[config.mk]
export PLATFORM = sky130hd
export DESIGN_NAME = pti_port_block
export DESIGN_NICKNAME = d
export VERILOG_FILES = /design/src/logic/pti_pkg.sv /design/src/logic/pti_port_block.sv
export SDC_FILE = /design/constraint.sdc
export NUM_CORES = 1
export LEC_CHECK = 0
export BUFFER_PORTS_ARGS = -buffer_cell sky130_fd_sc_hd__clkbuf_2
export CORE_UTILIZATION = 25
export DETAILED_ROUTE_END_ITERATION = 10
export PLACE_DENSITY = 0.5
export SETUP_SLACK_MARGIN = 0.4
export SLEW_MARGIN = 20
export SYNTH_ARGS = -nofsm -noshare
export SYNTH_HDL_FRONTEND = slang
export SYNTH_SLANG_ARGS = --single-unit
[constraint.sdc]
create_clock -name MCLK -period 2.55 [get_ports MCLK]
set_input_delay 0.51 -clock MCLK [delete_from_list [all_inputs] [get_ports MCLK]]
set_output_delay 0.51 -clock MCLK [all_outputs]
set_load 0.05 [all_outputs]
[src/logic/pti_pkg.sv]
// constants for the timer and serial port pin block
package pti_pkg;
   // register indices; byte address is four times the index
   localparam logic [5:0] IDX_TMR_DATA = 6'h00;
   localparam logic [5:0] IDX_TMR_READBACK = 6'h01;
   localparam logic [5:0] IDX_TMR_DIR = 6'h02;
   localparam logic [5:0] IDX_TMR_DRIVE = 6'h03;
   localparam logic [5:0] IDX_TMR_PULL_EN = 6'h04;
   localparam logic [5:0] IDX_TMR_PULL_POL = 6'h05;
   localparam logic [5:0] IDX_SER_DATA = 6'h08;
   localparam logic [5:0] IDX_SER_READBACK = 6'h09;
   localparam logic [5:0] IDX_SER_DIR = 6'h0A;
   localparam logic [5:0] IDX_SER_DRIVE = 6'h0B;
   localparam logic [5:0] IDX_SER_PULL_EN = 6'h0C;
   localparam logic [5:0] IDX_SER_PULL_POL = 6'h0D;
   localparam logic [5:0] IDX_IRQ_STATUS = 6'h10;
   localparam logic [5:0] IDX_IRQ_MASK = 6'h11;

   // reset values
   localparam logic [7:0] RST_DATA = 8'h00;
   localparam logic [7:0] RST_DIR = 8'h00;
   localparam logic [7:0] RST_DRIVE = 8'h00;
   localparam logic [7:0] RST_TMR_PULL_EN = 8'h00;
   localparam logic [7:0] RST_SER_PULL_EN = 8'hFF;
   localparam logic [7:0] RST_PULL_POL = 8'h00;
   localparam logic [2:0] RST_IRQ = 3'h0;

   // timer port implements only the upper nibble
   localparam int TMR_LO = 4;
   localparam logic [7:0] TMR_IMPL_MASK = 8'hF0;

   // event bits of status and mask
   localparam int EV_RO_WRITE = 0;
   localparam int EV_UNMAPPED = 1;
   localparam int EV_OVERRIDE = 2;
   localparam int EV_W = 3;

   // cycles the document allows after a direction change before readback is trustworthy
   localparam int DIR_SETTLE_CYC = 2;

   localparam logic [1:0] RESP_OKAY = 2'h0;
   localparam logic [1:0] RESP_SLVERR = 2'h2;
endpackage

[src/logic/pti_port_block.sv]
// timer and serial shared port pins with an AXI4-Lite register slave
// How it works
// [RQ1] data read gives latched bit where direction is 1, else synced pin level
// [RQ2] readback register always gives synced pin levels; writes to it ignored
// [RQ3] direction bit 1 makes pin output, 0 input, unless peripheral overrides
// [RQ4] after a direction change, reads may be stale up to two bus cycles; here synced pin reads can lag up to five
// [RQ5] reduced-drive bit selects third-strength drive, ignored while pin is input
// [RQ6] pull enable acts only on inputs; timer port pulls reset disabled
// [RQ7] pull select 1 gives pull-down, 0 gives pull-up, when pulling on input
// [RQ8] pull select doubles as edge select only on interrupt-capable ports
// [RQ9] these two ports have no pin interrupt or edge detection
// [RQ10] enabled timer output compare forces its pin output, timer drives it
// [RQ11] disabled compare or input capture leaves direction bit in control
// [RQ12] enabled serial peripheral owns upper four serial pins and their direction
// [RQ13] enabled transmitter forces its pin output, enabled receiver forces input
// [RQ14] disabled serial function returns direction control to direction bits
// [RQ15] read data is sampled on the bus clock and held stable
// [RQ16] serial port pulls reset enabled with pull-up selected
// [RQ17] pin levels are synchronised on the bus clock before any read
//
// Chosen here: the AXI4-Lite slave port.
`timescale 1ns/100ps
module pti_port_block #(
   parameter int ADDR_W = 8
) (
   input wire logic MCLK,
   input wire logic RESET_N,
   // AXI4-Lite slave
   input wire logic [ADDR_W-1:0] AWADDR,
   input wire logic AWVALID,
   output logic AWREADY,
   input wire logic [31:0] WDATA,
   input wire logic [3:0] WSTRB,
   input wire logic WVALID,
   output logic WREADY,
   output logic [1:0] BRESP,
   output logic BVALID,
   input wire logic BREADY,
   input wire logic [ADDR_W-1:0] ARADDR,
   input wire logic ARVALID,
   output logic ARREADY,
   output logic [31:0] RDATA,
   output logic [1:0] RRESP,
   output logic RVALID,
   input wire logic RREADY,
   output logic IRQ,
   // timer shared pins, upper nibble of the timer port
   input wire logic [3:0] TMR_PIN_IN,
   output logic [3:0] TMR_PIN_OUT,
   output logic [3:0] TMR_PIN_OE_N,
   output logic [3:0] TMR_PIN_REDUCED,
   output logic [3:0] TMR_PIN_PULL_UP,
   output logic [3:0] TMR_PIN_PULL_DOWN,
   output logic [3:0] TMR_PIN_LEVEL,
   input wire logic [3:0] TMR_OC_EN,
   input wire logic [3:0] TMR_OC_DATA,
   // serial shared pins
   input wire logic [7:0] SER_PIN_IN,
   output logic [7:0] SER_PIN_OUT,
   output logic [7:0] SER_PIN_OE_N,
   output logic [7:0] SER_PIN_REDUCED,
   output logic [7:0] SER_PIN_PULL_UP,
   output logic [7:0] SER_PIN_PULL_DOWN,
   output logic [7:0] SER_PIN_LEVEL,
   input wire logic SPI_EN,
   input wire logic [3:0] SPI_DIR,
   input wire logic [3:0] SPI_OUT,
   input wire logic UART_A_TX_EN,
   input wire logic UART_A_TX_DATA,
   input wire logic UART_A_RX_EN,
   input wire logic UART_B_TX_EN,
   input wire logic UART_B_TX_DATA,
   input wire logic UART_B_RX_EN
);

   ////////////////////////////////////////////////////////////////////////
   // registers
   logic [3:0] tmr_data_reg, tmr_dir_reg, tmr_drive_reg, tmr_pe_reg, tmr_pol_reg;
   logic [7:0] ser_data_reg, ser_dir_reg, ser_drive_reg, ser_pe_reg, ser_pol_reg;
   logic [pti_pkg::EV_W-1:0] status_reg, status_next, mask_reg;
   logic irq_reg;

   ////////////////////////////////////////////////////////////////////////
   // pin synchronisers: three flops, a change counts once stages two and three agree
   logic [11:0] pin_raw;
   logic [11:0] sync1_reg, sync2_reg, sync3_reg, level_reg;
   assign pin_raw = {TMR_PIN_IN, SER_PIN_IN};

   always_ff @(posedge MCLK or negedge RESET_N) begin
      if (!RESET_N) begin
         sync1_reg <= 12'h000;
         sync2_reg <= 12'h000;
         sync3_reg <= 12'h000;
         level_reg <= 12'h000;
      end else begin
         sync1_reg <= pin_raw; // RQ17
         sync2_reg <= sync1_reg;
         sync3_reg <= sync2_reg;
         level_reg <= (sync2_reg & sync3_reg) | (level_reg & (sync2_reg ^ sync3_reg));
      end
   end

   logic [3:0] tmr_lvl;
   logic [7:0] ser_lvl;
   assign tmr_lvl = level_reg[11:8];
   assign ser_lvl = level_reg[7:0];

   ////////////////////////////////////////////////////////////////////////
   // pin direction and drive, peripheral overrides first
   logic [3:0] tmr_out_en, tmr_out_val;
   logic [7:0] ser_out_en, ser_out_val;
   // compare owns the pin; direction bit keeps its latched value unused
   assign tmr_out_en = TMR_OC_EN | tmr_dir_reg; // RQ3 RQ10 RQ11
   assign tmr_out_val = (TMR_OC_EN & TMR_OC_DATA) | (~TMR_OC_EN & tmr_data_reg); // RQ10
   assign ser_out_en[7:4] = SPI_EN ? SPI_DIR : ser_dir_reg[7:4]; // RQ12 RQ14
   assign ser_out_val[7:4] = SPI_EN ? SPI_OUT : ser_data_reg[7:4]; // RQ12
   assign ser_out_en[3] = UART_B_TX_EN | ser_dir_reg[3]; // RQ13 RQ14
   assign ser_out_val[3] = UART_B_TX_EN ? UART_B_TX_DATA : ser_data_reg[3]; // RQ13
   assign ser_out_en[2] = ~UART_B_RX_EN & ser_dir_reg[2]; // RQ13 RQ14
   assign ser_out_val[2] = ser_data_reg[2];
   assign ser_out_en[1] = UART_A_TX_EN | ser_dir_reg[1]; // RQ13 RQ14
   assign ser_out_val[1] = UART_A_TX_EN ? UART_A_TX_DATA : ser_data_reg[1]; // RQ13
   assign ser_out_en[0] = ~UART_A_RX_EN & ser_dir_reg[0]; // RQ3 RQ13
   assign ser_out_val[0] = ser_data_reg[0];

   // pull select only steers the pull here; no edge detector exists on these ports
   logic [3:0] tmr_pu, tmr_pd;
   logic [7:0] ser_pu, ser_pd;
   assign tmr_pu = tmr_pe_reg & ~tmr_out_en & ~tmr_pol_reg; // RQ6 RQ7 RQ8 RQ9
   assign tmr_pd = tmr_pe_reg & ~tmr_out_en & tmr_pol_reg; // RQ6 RQ7
   assign ser_pu = ser_pe_reg & ~ser_out_en & ~ser_pol_reg; // RQ6 RQ7 RQ16
   assign ser_pd = ser_pe_reg & ~ser_out_en & ser_pol_reg; // RQ6 RQ7

   always_ff @(posedge MCLK or negedge RESET_N) begin
      if (!RESET_N) begin
         TMR_PIN_OUT <= 4'h0;
         TMR_PIN_OE_N <= 4'hF;
         TMR_PIN_REDUCED <= 4'h0;
         TMR_PIN_PULL_UP <= 4'h0;
         TMR_PIN_PULL_DOWN <= 4'h0;
         SER_PIN_OUT <= 8'h00;
         SER_PIN_OE_N <= 8'hFF;
         SER_PIN_REDUCED <= 8'h00;
         SER_PIN_PULL_UP <= 8'h00;
         SER_PIN_PULL_DOWN <= 8'h00;
      end else begin
         TMR_PIN_OUT <= tmr_out_val;
         TMR_PIN_OE_N <= ~tmr_out_en;
         TMR_PIN_REDUCED <= tmr_drive_reg & tmr_out_en; // RQ5
         TMR_PIN_PULL_UP <= tmr_pu;
         TMR_PIN_PULL_DOWN <= tmr_pd;
         SER_PIN_OUT <= ser_out_val;
         SER_PIN_OE_N <= ~ser_out_en;
         SER_PIN_REDUCED <= ser_drive_reg & ser_out_en; // RQ5
         SER_PIN_PULL_UP <= ser_pu;
         SER_PIN_PULL_DOWN <= ser_pd;
      end
   end

   assign TMR_PIN_LEVEL = tmr_lvl; // timer monitors the pin, RQ11
   assign SER_PIN_LEVEL = ser_lvl;

   ////////////////////////////////////////////////////////////////////////
   // AXI4-Lite write path
   logic aw_rdy_reg, w_rdy_reg, aw_full_reg, w_full_reg, bvalid_reg;
   logic [ADDR_W-1:0] aw_addr_reg;
   logic [7:0] w_data_reg;
   logic w_strb_reg;
   logic [1:0] bresp_reg;
   logic aw_take, w_take, do_write, aw_full_next, w_full_next;
   logic [5:0] w_idx;
   logic w_hi_ok, w_map, w_ro, w_en;

   assign aw_take = AWVALID & aw_rdy_reg;
   assign w_take = WVALID & w_rdy_reg;
   assign do_write = aw_full_reg & w_full_reg & ~bvalid_reg;
   assign aw_full_next = (aw_full_reg | aw_take) & ~do_write;
   assign w_full_next = (w_full_reg | w_take) & ~do_write;
   assign w_idx = aw_addr_reg[7:2];
   assign w_hi_ok = (aw_addr_reg >> 8) == '0;
   // readback registers are mapped but refuse writes with OKAY and set the refused-write event
   assign w_ro = w_hi_ok && (w_idx == pti_pkg::IDX_TMR_READBACK || w_idx == pti_pkg::IDX_SER_READBACK);
   assign w_map = w_hi_ok && (w_idx <= pti_pkg::IDX_TMR_PULL_POL ||
      (w_idx >= pti_pkg::IDX_SER_DATA && w_idx <= pti_pkg::IDX_SER_PULL_POL) ||
      w_idx == pti_pkg::IDX_IRQ_STATUS || w_idx == pti_pkg::IDX_IRQ_MASK);
   assign w_en = do_write & w_strb_reg & ~w_ro; // RQ2

   always_ff @(posedge MCLK or negedge RESET_N) begin
      if (!RESET_N) begin
         aw_rdy_reg <= 1'b1;
         w_rdy_reg <= 1'b1;
         aw_full_reg <= 1'b0;
         w_full_reg <= 1'b0;
         aw_addr_reg <= '0;
         w_data_reg <= 8'h00;
         w_strb_reg <= 1'b0;
         bvalid_reg <= 1'b0;
         bresp_reg <= pti_pkg::RESP_OKAY;
      end else begin
         aw_full_reg <= aw_full_next;
         w_full_reg <= w_full_next;
         aw_rdy_reg <= ~aw_full_next;
         w_rdy_reg <= ~w_full_next;
         if (aw_take) begin
            aw_addr_reg <= AWADDR;
         end
         if (w_take) begin
            w_data_reg <= WDATA[7:0];
            w_strb_reg <= WSTRB[0];
         end
         if (do_write) begin
            bvalid_reg <= 1'b1;
            bresp_reg <= w_map ? pti_pkg::RESP_OKAY : pti_pkg::RESP_SLVERR;
         end else if (BREADY) begin
            bvalid_reg <= 1'b0;
         end
      end
   end

   always_ff @(posedge MCLK or negedge RESET_N) begin
      if (!RESET_N) begin
         tmr_data_reg <= pti_pkg::RST_DATA[7:4];
         tmr_dir_reg <= pti_pkg::RST_DIR[7:4];
         tmr_drive_reg <= pti_pkg::RST_DRIVE[7:4];
         tmr_pe_reg <= pti_pkg::RST_TMR_PULL_EN[7:4]; // RQ6
         tmr_pol_reg <= pti_pkg::RST_PULL_POL[7:4];
         ser_data_reg <= pti_pkg::RST_DATA;
         ser_dir_reg <= pti_pkg::RST_DIR;
         ser_drive_reg <= pti_pkg::RST_DRIVE;
         ser_pe_reg <= pti_pkg::RST_SER_PULL_EN; // RQ16
         ser_pol_reg <= pti_pkg::RST_PULL_POL; // RQ16
         mask_reg <= pti_pkg::RST_IRQ;
      end else if (w_en && w_hi_ok) begin
         if (w_idx == pti_pkg::IDX_TMR_DATA) begin
            tmr_data_reg <= w_data_reg[7:4];
         end else if (w_idx == pti_pkg::IDX_TMR_DIR) begin
            tmr_dir_reg <= w_data_reg[7:4];
         end else if (w_idx == pti_pkg::IDX_TMR_DRIVE) begin
            tmr_drive_reg <= w_data_reg[7:4];
         end else if (w_idx == pti_pkg::IDX_TMR_PULL_EN) begin
            tmr_pe_reg <= w_data_reg[7:4];
         end else if (w_idx == pti_pkg::IDX_TMR_PULL_POL) begin
            tmr_pol_reg <= w_data_reg[7:4];
         end else if (w_idx == pti_pkg::IDX_SER_DATA) begin
            ser_data_reg <= w_data_reg;
         end else if (w_idx == pti_pkg::IDX_SER_DIR) begin
            ser_dir_reg <= w_data_reg;
         end else if (w_idx == pti_pkg::IDX_SER_DRIVE) begin
            ser_drive_reg <= w_data_reg;
         end else if (w_idx == pti_pkg::IDX_SER_PULL_EN) begin
            ser_pe_reg <= w_data_reg;
         end else if (w_idx == pti_pkg::IDX_SER_PULL_POL) begin
            ser_pol_reg <= w_data_reg;
         end else if (w_idx == pti_pkg::IDX_IRQ_MASK) begin
            mask_reg <= w_data_reg[pti_pkg::EV_W-1:0];
         end
      end
   end

   ////////////////////////////////////////////////////////////////////////
   // AXI4-Lite read path; data captured at address accept so it holds stable
   logic ar_rdy_reg, rvalid_reg;
   logic [31:0] rdata_reg;
   logic [1:0] rresp_reg;
   logic ar_take, r_hi_ok, r_map;
   logic [5:0] r_idx;
   logic [7:0] tmr_data_rd, ser_data_rd, rd_byte;

   assign ar_take = ARVALID & ar_rdy_reg;
   assign r_idx = ARADDR[7:2];
   assign r_hi_ok = (ARADDR >> 8) == '0;
   assign tmr_data_rd = {(tmr_dir_reg & tmr_data_reg) | (~tmr_dir_reg & tmr_lvl), 4'h0}; // RQ1
   assign ser_data_rd = (ser_dir_reg & ser_data_reg) | (~ser_dir_reg & ser_lvl); // RQ1 RQ4
   assign r_map = r_hi_ok && (r_idx <= pti_pkg::IDX_TMR_PULL_POL ||
      (r_idx >= pti_pkg::IDX_SER_DATA && r_idx <= pti_pkg::IDX_SER_PULL_POL) ||
      r_idx == pti_pkg::IDX_IRQ_STATUS || r_idx == pti_pkg::IDX_IRQ_MASK);
   assign rd_byte =
      !r_hi_ok ? 8'h00 :
      r_idx == pti_pkg::IDX_TMR_DATA ? tmr_data_rd :
      r_idx == pti_pkg::IDX_TMR_READBACK ? {tmr_lvl, 4'h0} : // RQ2
      r_idx == pti_pkg::IDX_TMR_DIR ? {tmr_dir_reg, 4'h0} :
      r_idx == pti_pkg::IDX_TMR_DRIVE ? {tmr_drive_reg, 4'h0} :
      r_idx == pti_pkg::IDX_TMR_PULL_EN ? {tmr_pe_reg, 4'h0} :
      r_idx == pti_pkg::IDX_TMR_PULL_POL ? {tmr_pol_reg, 4'h0} :
      r_idx == pti_pkg::IDX_SER_DATA ? ser_data_rd :
      r_idx == pti_pkg::IDX_SER_READBACK ? ser_lvl : // RQ2
      r_idx == pti_pkg::IDX_SER_DIR ? ser_dir_reg :
      r_idx == pti_pkg::IDX_SER_DRIVE ? ser_drive_reg :
      r_idx == pti_pkg::IDX_SER_PULL_EN ? ser_pe_reg :
      r_idx == pti_pkg::IDX_SER_PULL_POL ? ser_pol_reg :
      r_idx == pti_pkg::IDX_IRQ_STATUS ? {5'h00, status_reg} :
      r_idx == pti_pkg::IDX_IRQ_MASK ? {5'h00, mask_reg} : 8'h00;

   always_ff @(posedge MCLK or negedge RESET_N) begin
      if (!RESET_N) begin
         ar_rdy_reg <= 1'b1;
         rvalid_reg <= 1'b0;
         rdata_reg <= 32'h00000000;
         rresp_reg <= pti_pkg::RESP_OKAY;
      end else if (ar_take) begin
         ar_rdy_reg <= 1'b0;
         rvalid_reg <= 1'b1;
         rdata_reg <= {24'h000000, rd_byte}; // RQ15
         rresp_reg <= r_map ? pti_pkg::RESP_OKAY : pti_pkg::RESP_SLVERR;
      end else if (rvalid_reg && RREADY) begin
         ar_rdy_reg <= 1'b1;
         rvalid_reg <= 1'b0;
      end
   end

   ////////////////////////////////////////////////////////////////////////
   // events: refused write, unmapped access, peripheral override change
   logic [8:0] ovr_vec, ovr_prev_reg;
   logic [pti_pkg::EV_W-1:0] ev_set, ev_clr;
   assign ovr_vec = {TMR_OC_EN, SPI_EN, UART_A_TX_EN, UART_A_RX_EN, UART_B_TX_EN, UART_B_RX_EN};
   assign ev_set[pti_pkg::EV_RO_WRITE] = do_write & w_ro;
   assign ev_set[pti_pkg::EV_UNMAPPED] = (do_write & ~w_map) | (ar_take & ~r_map);
   assign ev_set[pti_pkg::EV_OVERRIDE] = ovr_vec != ovr_prev_reg;
   assign ev_clr = (w_en && w_hi_ok && w_idx == pti_pkg::IDX_IRQ_STATUS) ?
      w_data_reg[pti_pkg::EV_W-1:0] : '0;
   // a new event beats a clear in the same cycle
   assign status_next = (status_reg & ~ev_clr) | ev_set;

   always_ff @(posedge MCLK or negedge RESET_N) begin
      if (!RESET_N) begin
         ovr_prev_reg <= 9'h000;
         status_reg <= pti_pkg::RST_IRQ;
         irq_reg <= 1'b0;
      end else begin
         ovr_prev_reg <= ovr_vec;
         status_reg <= status_next;
         irq_reg <= |(status_next & mask_reg);
      end
   end

   assign AWREADY = aw_rdy_reg;
   assign WREADY = w_rdy_reg;
   assign BVALID = bvalid_reg;
   assign BRESP = bresp_reg;
   assign ARREADY = ar_rdy_reg;
   assign RVALID = rvalid_reg;
   assign RDATA = rdata_reg;
   assign RRESP = rresp_reg;
   assign IRQ = irq_reg;
endmodule

==> flow_metrics.py <==
metrics = {
    "yosys": {
        "synth.yosys.warnings": 0,
        "synth_edf_count": 0,
        "synth.distinct_cells": 61,
        "synth_xor_area_share_pct": 0.910,
        "syn_inst": 660,
        "synth.area.top_cells": "dfrtp_1 (56%), mux2_2 (11%), dfstp_2 (7.0%)",
        "yosysTopAreaCell": "dfrtp_1",
        "syn_area_sq_um": 8660,
        "synth-compound-area-share_pct": 6.97,
        "yosys.area_share.simple_pct": 10.3,
        "yosysMostFrequentCell": "dfrtp_1",
        "ys.flop_type": "dfrtp_1",
        "ys_seq_area_share_pct": 62.8,
        "yosys.area_share.adder_pct": 1.73,
        "synth_area_per_cell_sq_um": 13.1,
        "synth-seq-cells": 216,
        "synth.area.mux_share_pct": 13.3,
        "synth_top_family_by_area": "multiplexers",
        "yosysTopAreaCellShare_pct": 55.8,
        "synth_common_cells": "dfrtp_1 (193), mux2_2 (85), nand2_1 (48)",
        "async_reset_ff_share_pct": 100,
    },
    "floorplan": {
        "die_h_microns": 188,
        "die_area_sq_um": 35400,
        "core_area_sq_um": 33800,
        "ios": 208,
        "die_x_microns": 188,
        "start_util_pct": 25.6,
        "rows": 67,
    },
    "sta": {
        "setup_viol": 0,
        "finClkSkew_ns": 0.0102,
        "final.period_utilization_pct": 79.1,
        "rsz0062_at_grt": "no",
        "period_needed_ns": 2.02,
        "max_freq_ghz": 0.496,
        "slew_viol_final": 0,
        "slew_headroom_pct": 59.6,
        "fin_setup_tns_ns": 0,
        "tightestPinTransition_ns": 0.601,
        "hold_violations": 0,
    },
    "pwr": {
        "ir_worst_vdd_mv": 0.561,
        "p_per_area_nw_per_um2": 1080,
        "leakage_nw": 5.47,
    },
    "clock_network": {
        "clock_path_buffers": 3,
        "clock_latency_ns": 0.52,
        "cts.sinks": 216,
        "htreeDepth": 1,
        "clk_pin_slew_ns": 0.06,
        "cts_tree": "yes",
        "ctsRootBufferMaster": "clkbuf_16",
        "numCtsBuffers": 26,
        "postCtsSetupBuffers": 0,
    },
    "final_layout": {
        "fin_nets": 953,
        "final_layout_size_suffix_gt1_share_pct": 39.1,
        "design_area_sq_um": 11100,
        "n_antenna_cell": 0,
        "area_delta_synth_final_pct": 28.2,
    },
    "place": {
        "numPortBuffers": 150,
        "place.gp.congestion": 0.830,
        "dp.final_hpwl_mm": 17.0,
        "dpl_cell_area_sq_um": 10100,
    },
    "setup_path": {
        "crit_slowest_cell": "dfrtp_1",
        "crit_required_ns": 2.95,
        "startpoint": "BVALID",
        "cpPeakStageDelay_ns": 0.42,
        "r2r-start": "BVALID",
        "cp-end-kind": "flip-flop",
        "start_kind": "flip-flop",
        "critPathKind": "flip-flop to flip-flop",
        "crit_path_cell_trace": "and3b_1 > and3_1 > nand2b_1 > nor2_2 > buf_12 > mux2_2",
        "crit_arrival_ns": 2.42,
        "cp_max_fo": 6,
    },
    "routing": {
        "drtIter0Drc": 218,
        "finalWirelength_mm": 23.0,
        "viasPerCell": 4.30,
        "wl_per_cell_microns": 17.5,
        "vias": 5659,
        "antenna_left": 0,
        "drcViolationCount": 0,
        "firstDrtPassIters": 4,
    },
    "min_path": {
        "min-delay-start": "SER_PIN_IN[3]",
        "hold_class": "primary input to flip-flop",
    },
    "grt": {
        "antenna_found_initial": 1,
        "grt_pass1_vias": 5747,
        "overflow": 0,
        "grt_pass1_wl_mm": 35.1,
        "grt_max_degree": 63,
        "gr-usage-all-layers_pct": 13.0,
    },
    "run": {
        "maxCapViolCount": 0,
    },
    "outcome": {
        "status": "finished, final reports clean",
    },
}
-- cells in the final DEF, fill, tap and decap left out, types with 9 or more instances in the layout --
master,n
conb_1,26
dfrtp_1,193
nor2b_1,17
nand3_1,12
nor2_1,30
a21oi_1,13
xor2_1,9
a21o_1,16
clkbuf_16,27
nand2_1,48
buf_4,24
mux2_2,85
mux2i_1,17
dfstp_2,23
ha_1,12
o21ai_0,19
nand2b_1,12
and3_1,17
inv_1,18
clkbuf_2,149
-- power by group --
part / total (mW) / switching, mW / leakage (nW) / internal (mW)
Combinational: 2.58 / 1.67 / 2.23 / 0.908
Clock: 4.36 / 1.47 / 0.506 / 2.89
Sequential: 5.01 / 0.780 / 2.73 / 4.23
-- area by class of cell --
type,count,area [sq um]
inverters,18,67.6
clock buffers,35,756
repair buffers,179,1030
flip-flops and latches,216,5430
fillers,3469,22700
multi-input cells,406,2980
well taps,448,561
clock inverters,13,277
-- repair_timing --
| action | 4_1_cts | 5_1_grt |
|---|---|---|
| hold buffers | 1 | 0 |
| gates resized for setup | 0 | 0 |
| hold endpoints to repair | 38 | 0 |
-- per-layer routing --
layer,part of all wire [%],vias to the layer above,track usage (%)
li1,-,2652,-
met1,48,2817,18.9
met2,44,156,19.8
met3,5.9,32,2.71
met4,1.8,2,2.97
met5,0.057,-,0
-- worst max-delay path: cells and delay by family, from the launching register on --
kind	cells	cell delay, ns
buf+inv	1	0.17
flops	1	0.42
simple gates	4	0.97
mux	1	0.33
-- metrics by stage --
stage	hold WS [ns]	utilization (%)	setup slack, ns	power [mW]	cells
floorplan	0.214	-	0.555	6.74	685
global placement	0.332	29.8	0.397	7.65	1266
detailed placement	0.336	29.8	0.379	7.69	1266
CTS	0.0646	32.9	0.508	12.1	1315
global route	0.0644	32.9	0.429	12.5	1315
finish	0.0922	32.9	0.532	11.9	1315
-- final timing paths --
kind	slack (ns)	cells after the start	end
min in group asynchronous	0.49	2	SER_PIN_REDUCED[3]
min	0.09	1	sync1_reg[3]
max	0.53	6	ser_dir_reg[7]
min reg2reg	0.35	0	sync2_reg[1]
max in group asynchronous	1.26	3	TMR_PIN_OE_N[1]
max reg2reg	0.53	6	ser_dir_reg[7]
-- kinds of logic after synthesis --
logic type / count (synthesis)
xor+xnor: 9
mux: 103
buf+inv: 63
fa+ha+maj: 12
flops: 216
compound gates: 87
other cells: 1
simple gates: 169
No activity file was read; power rests on OpenSTA's default activity.
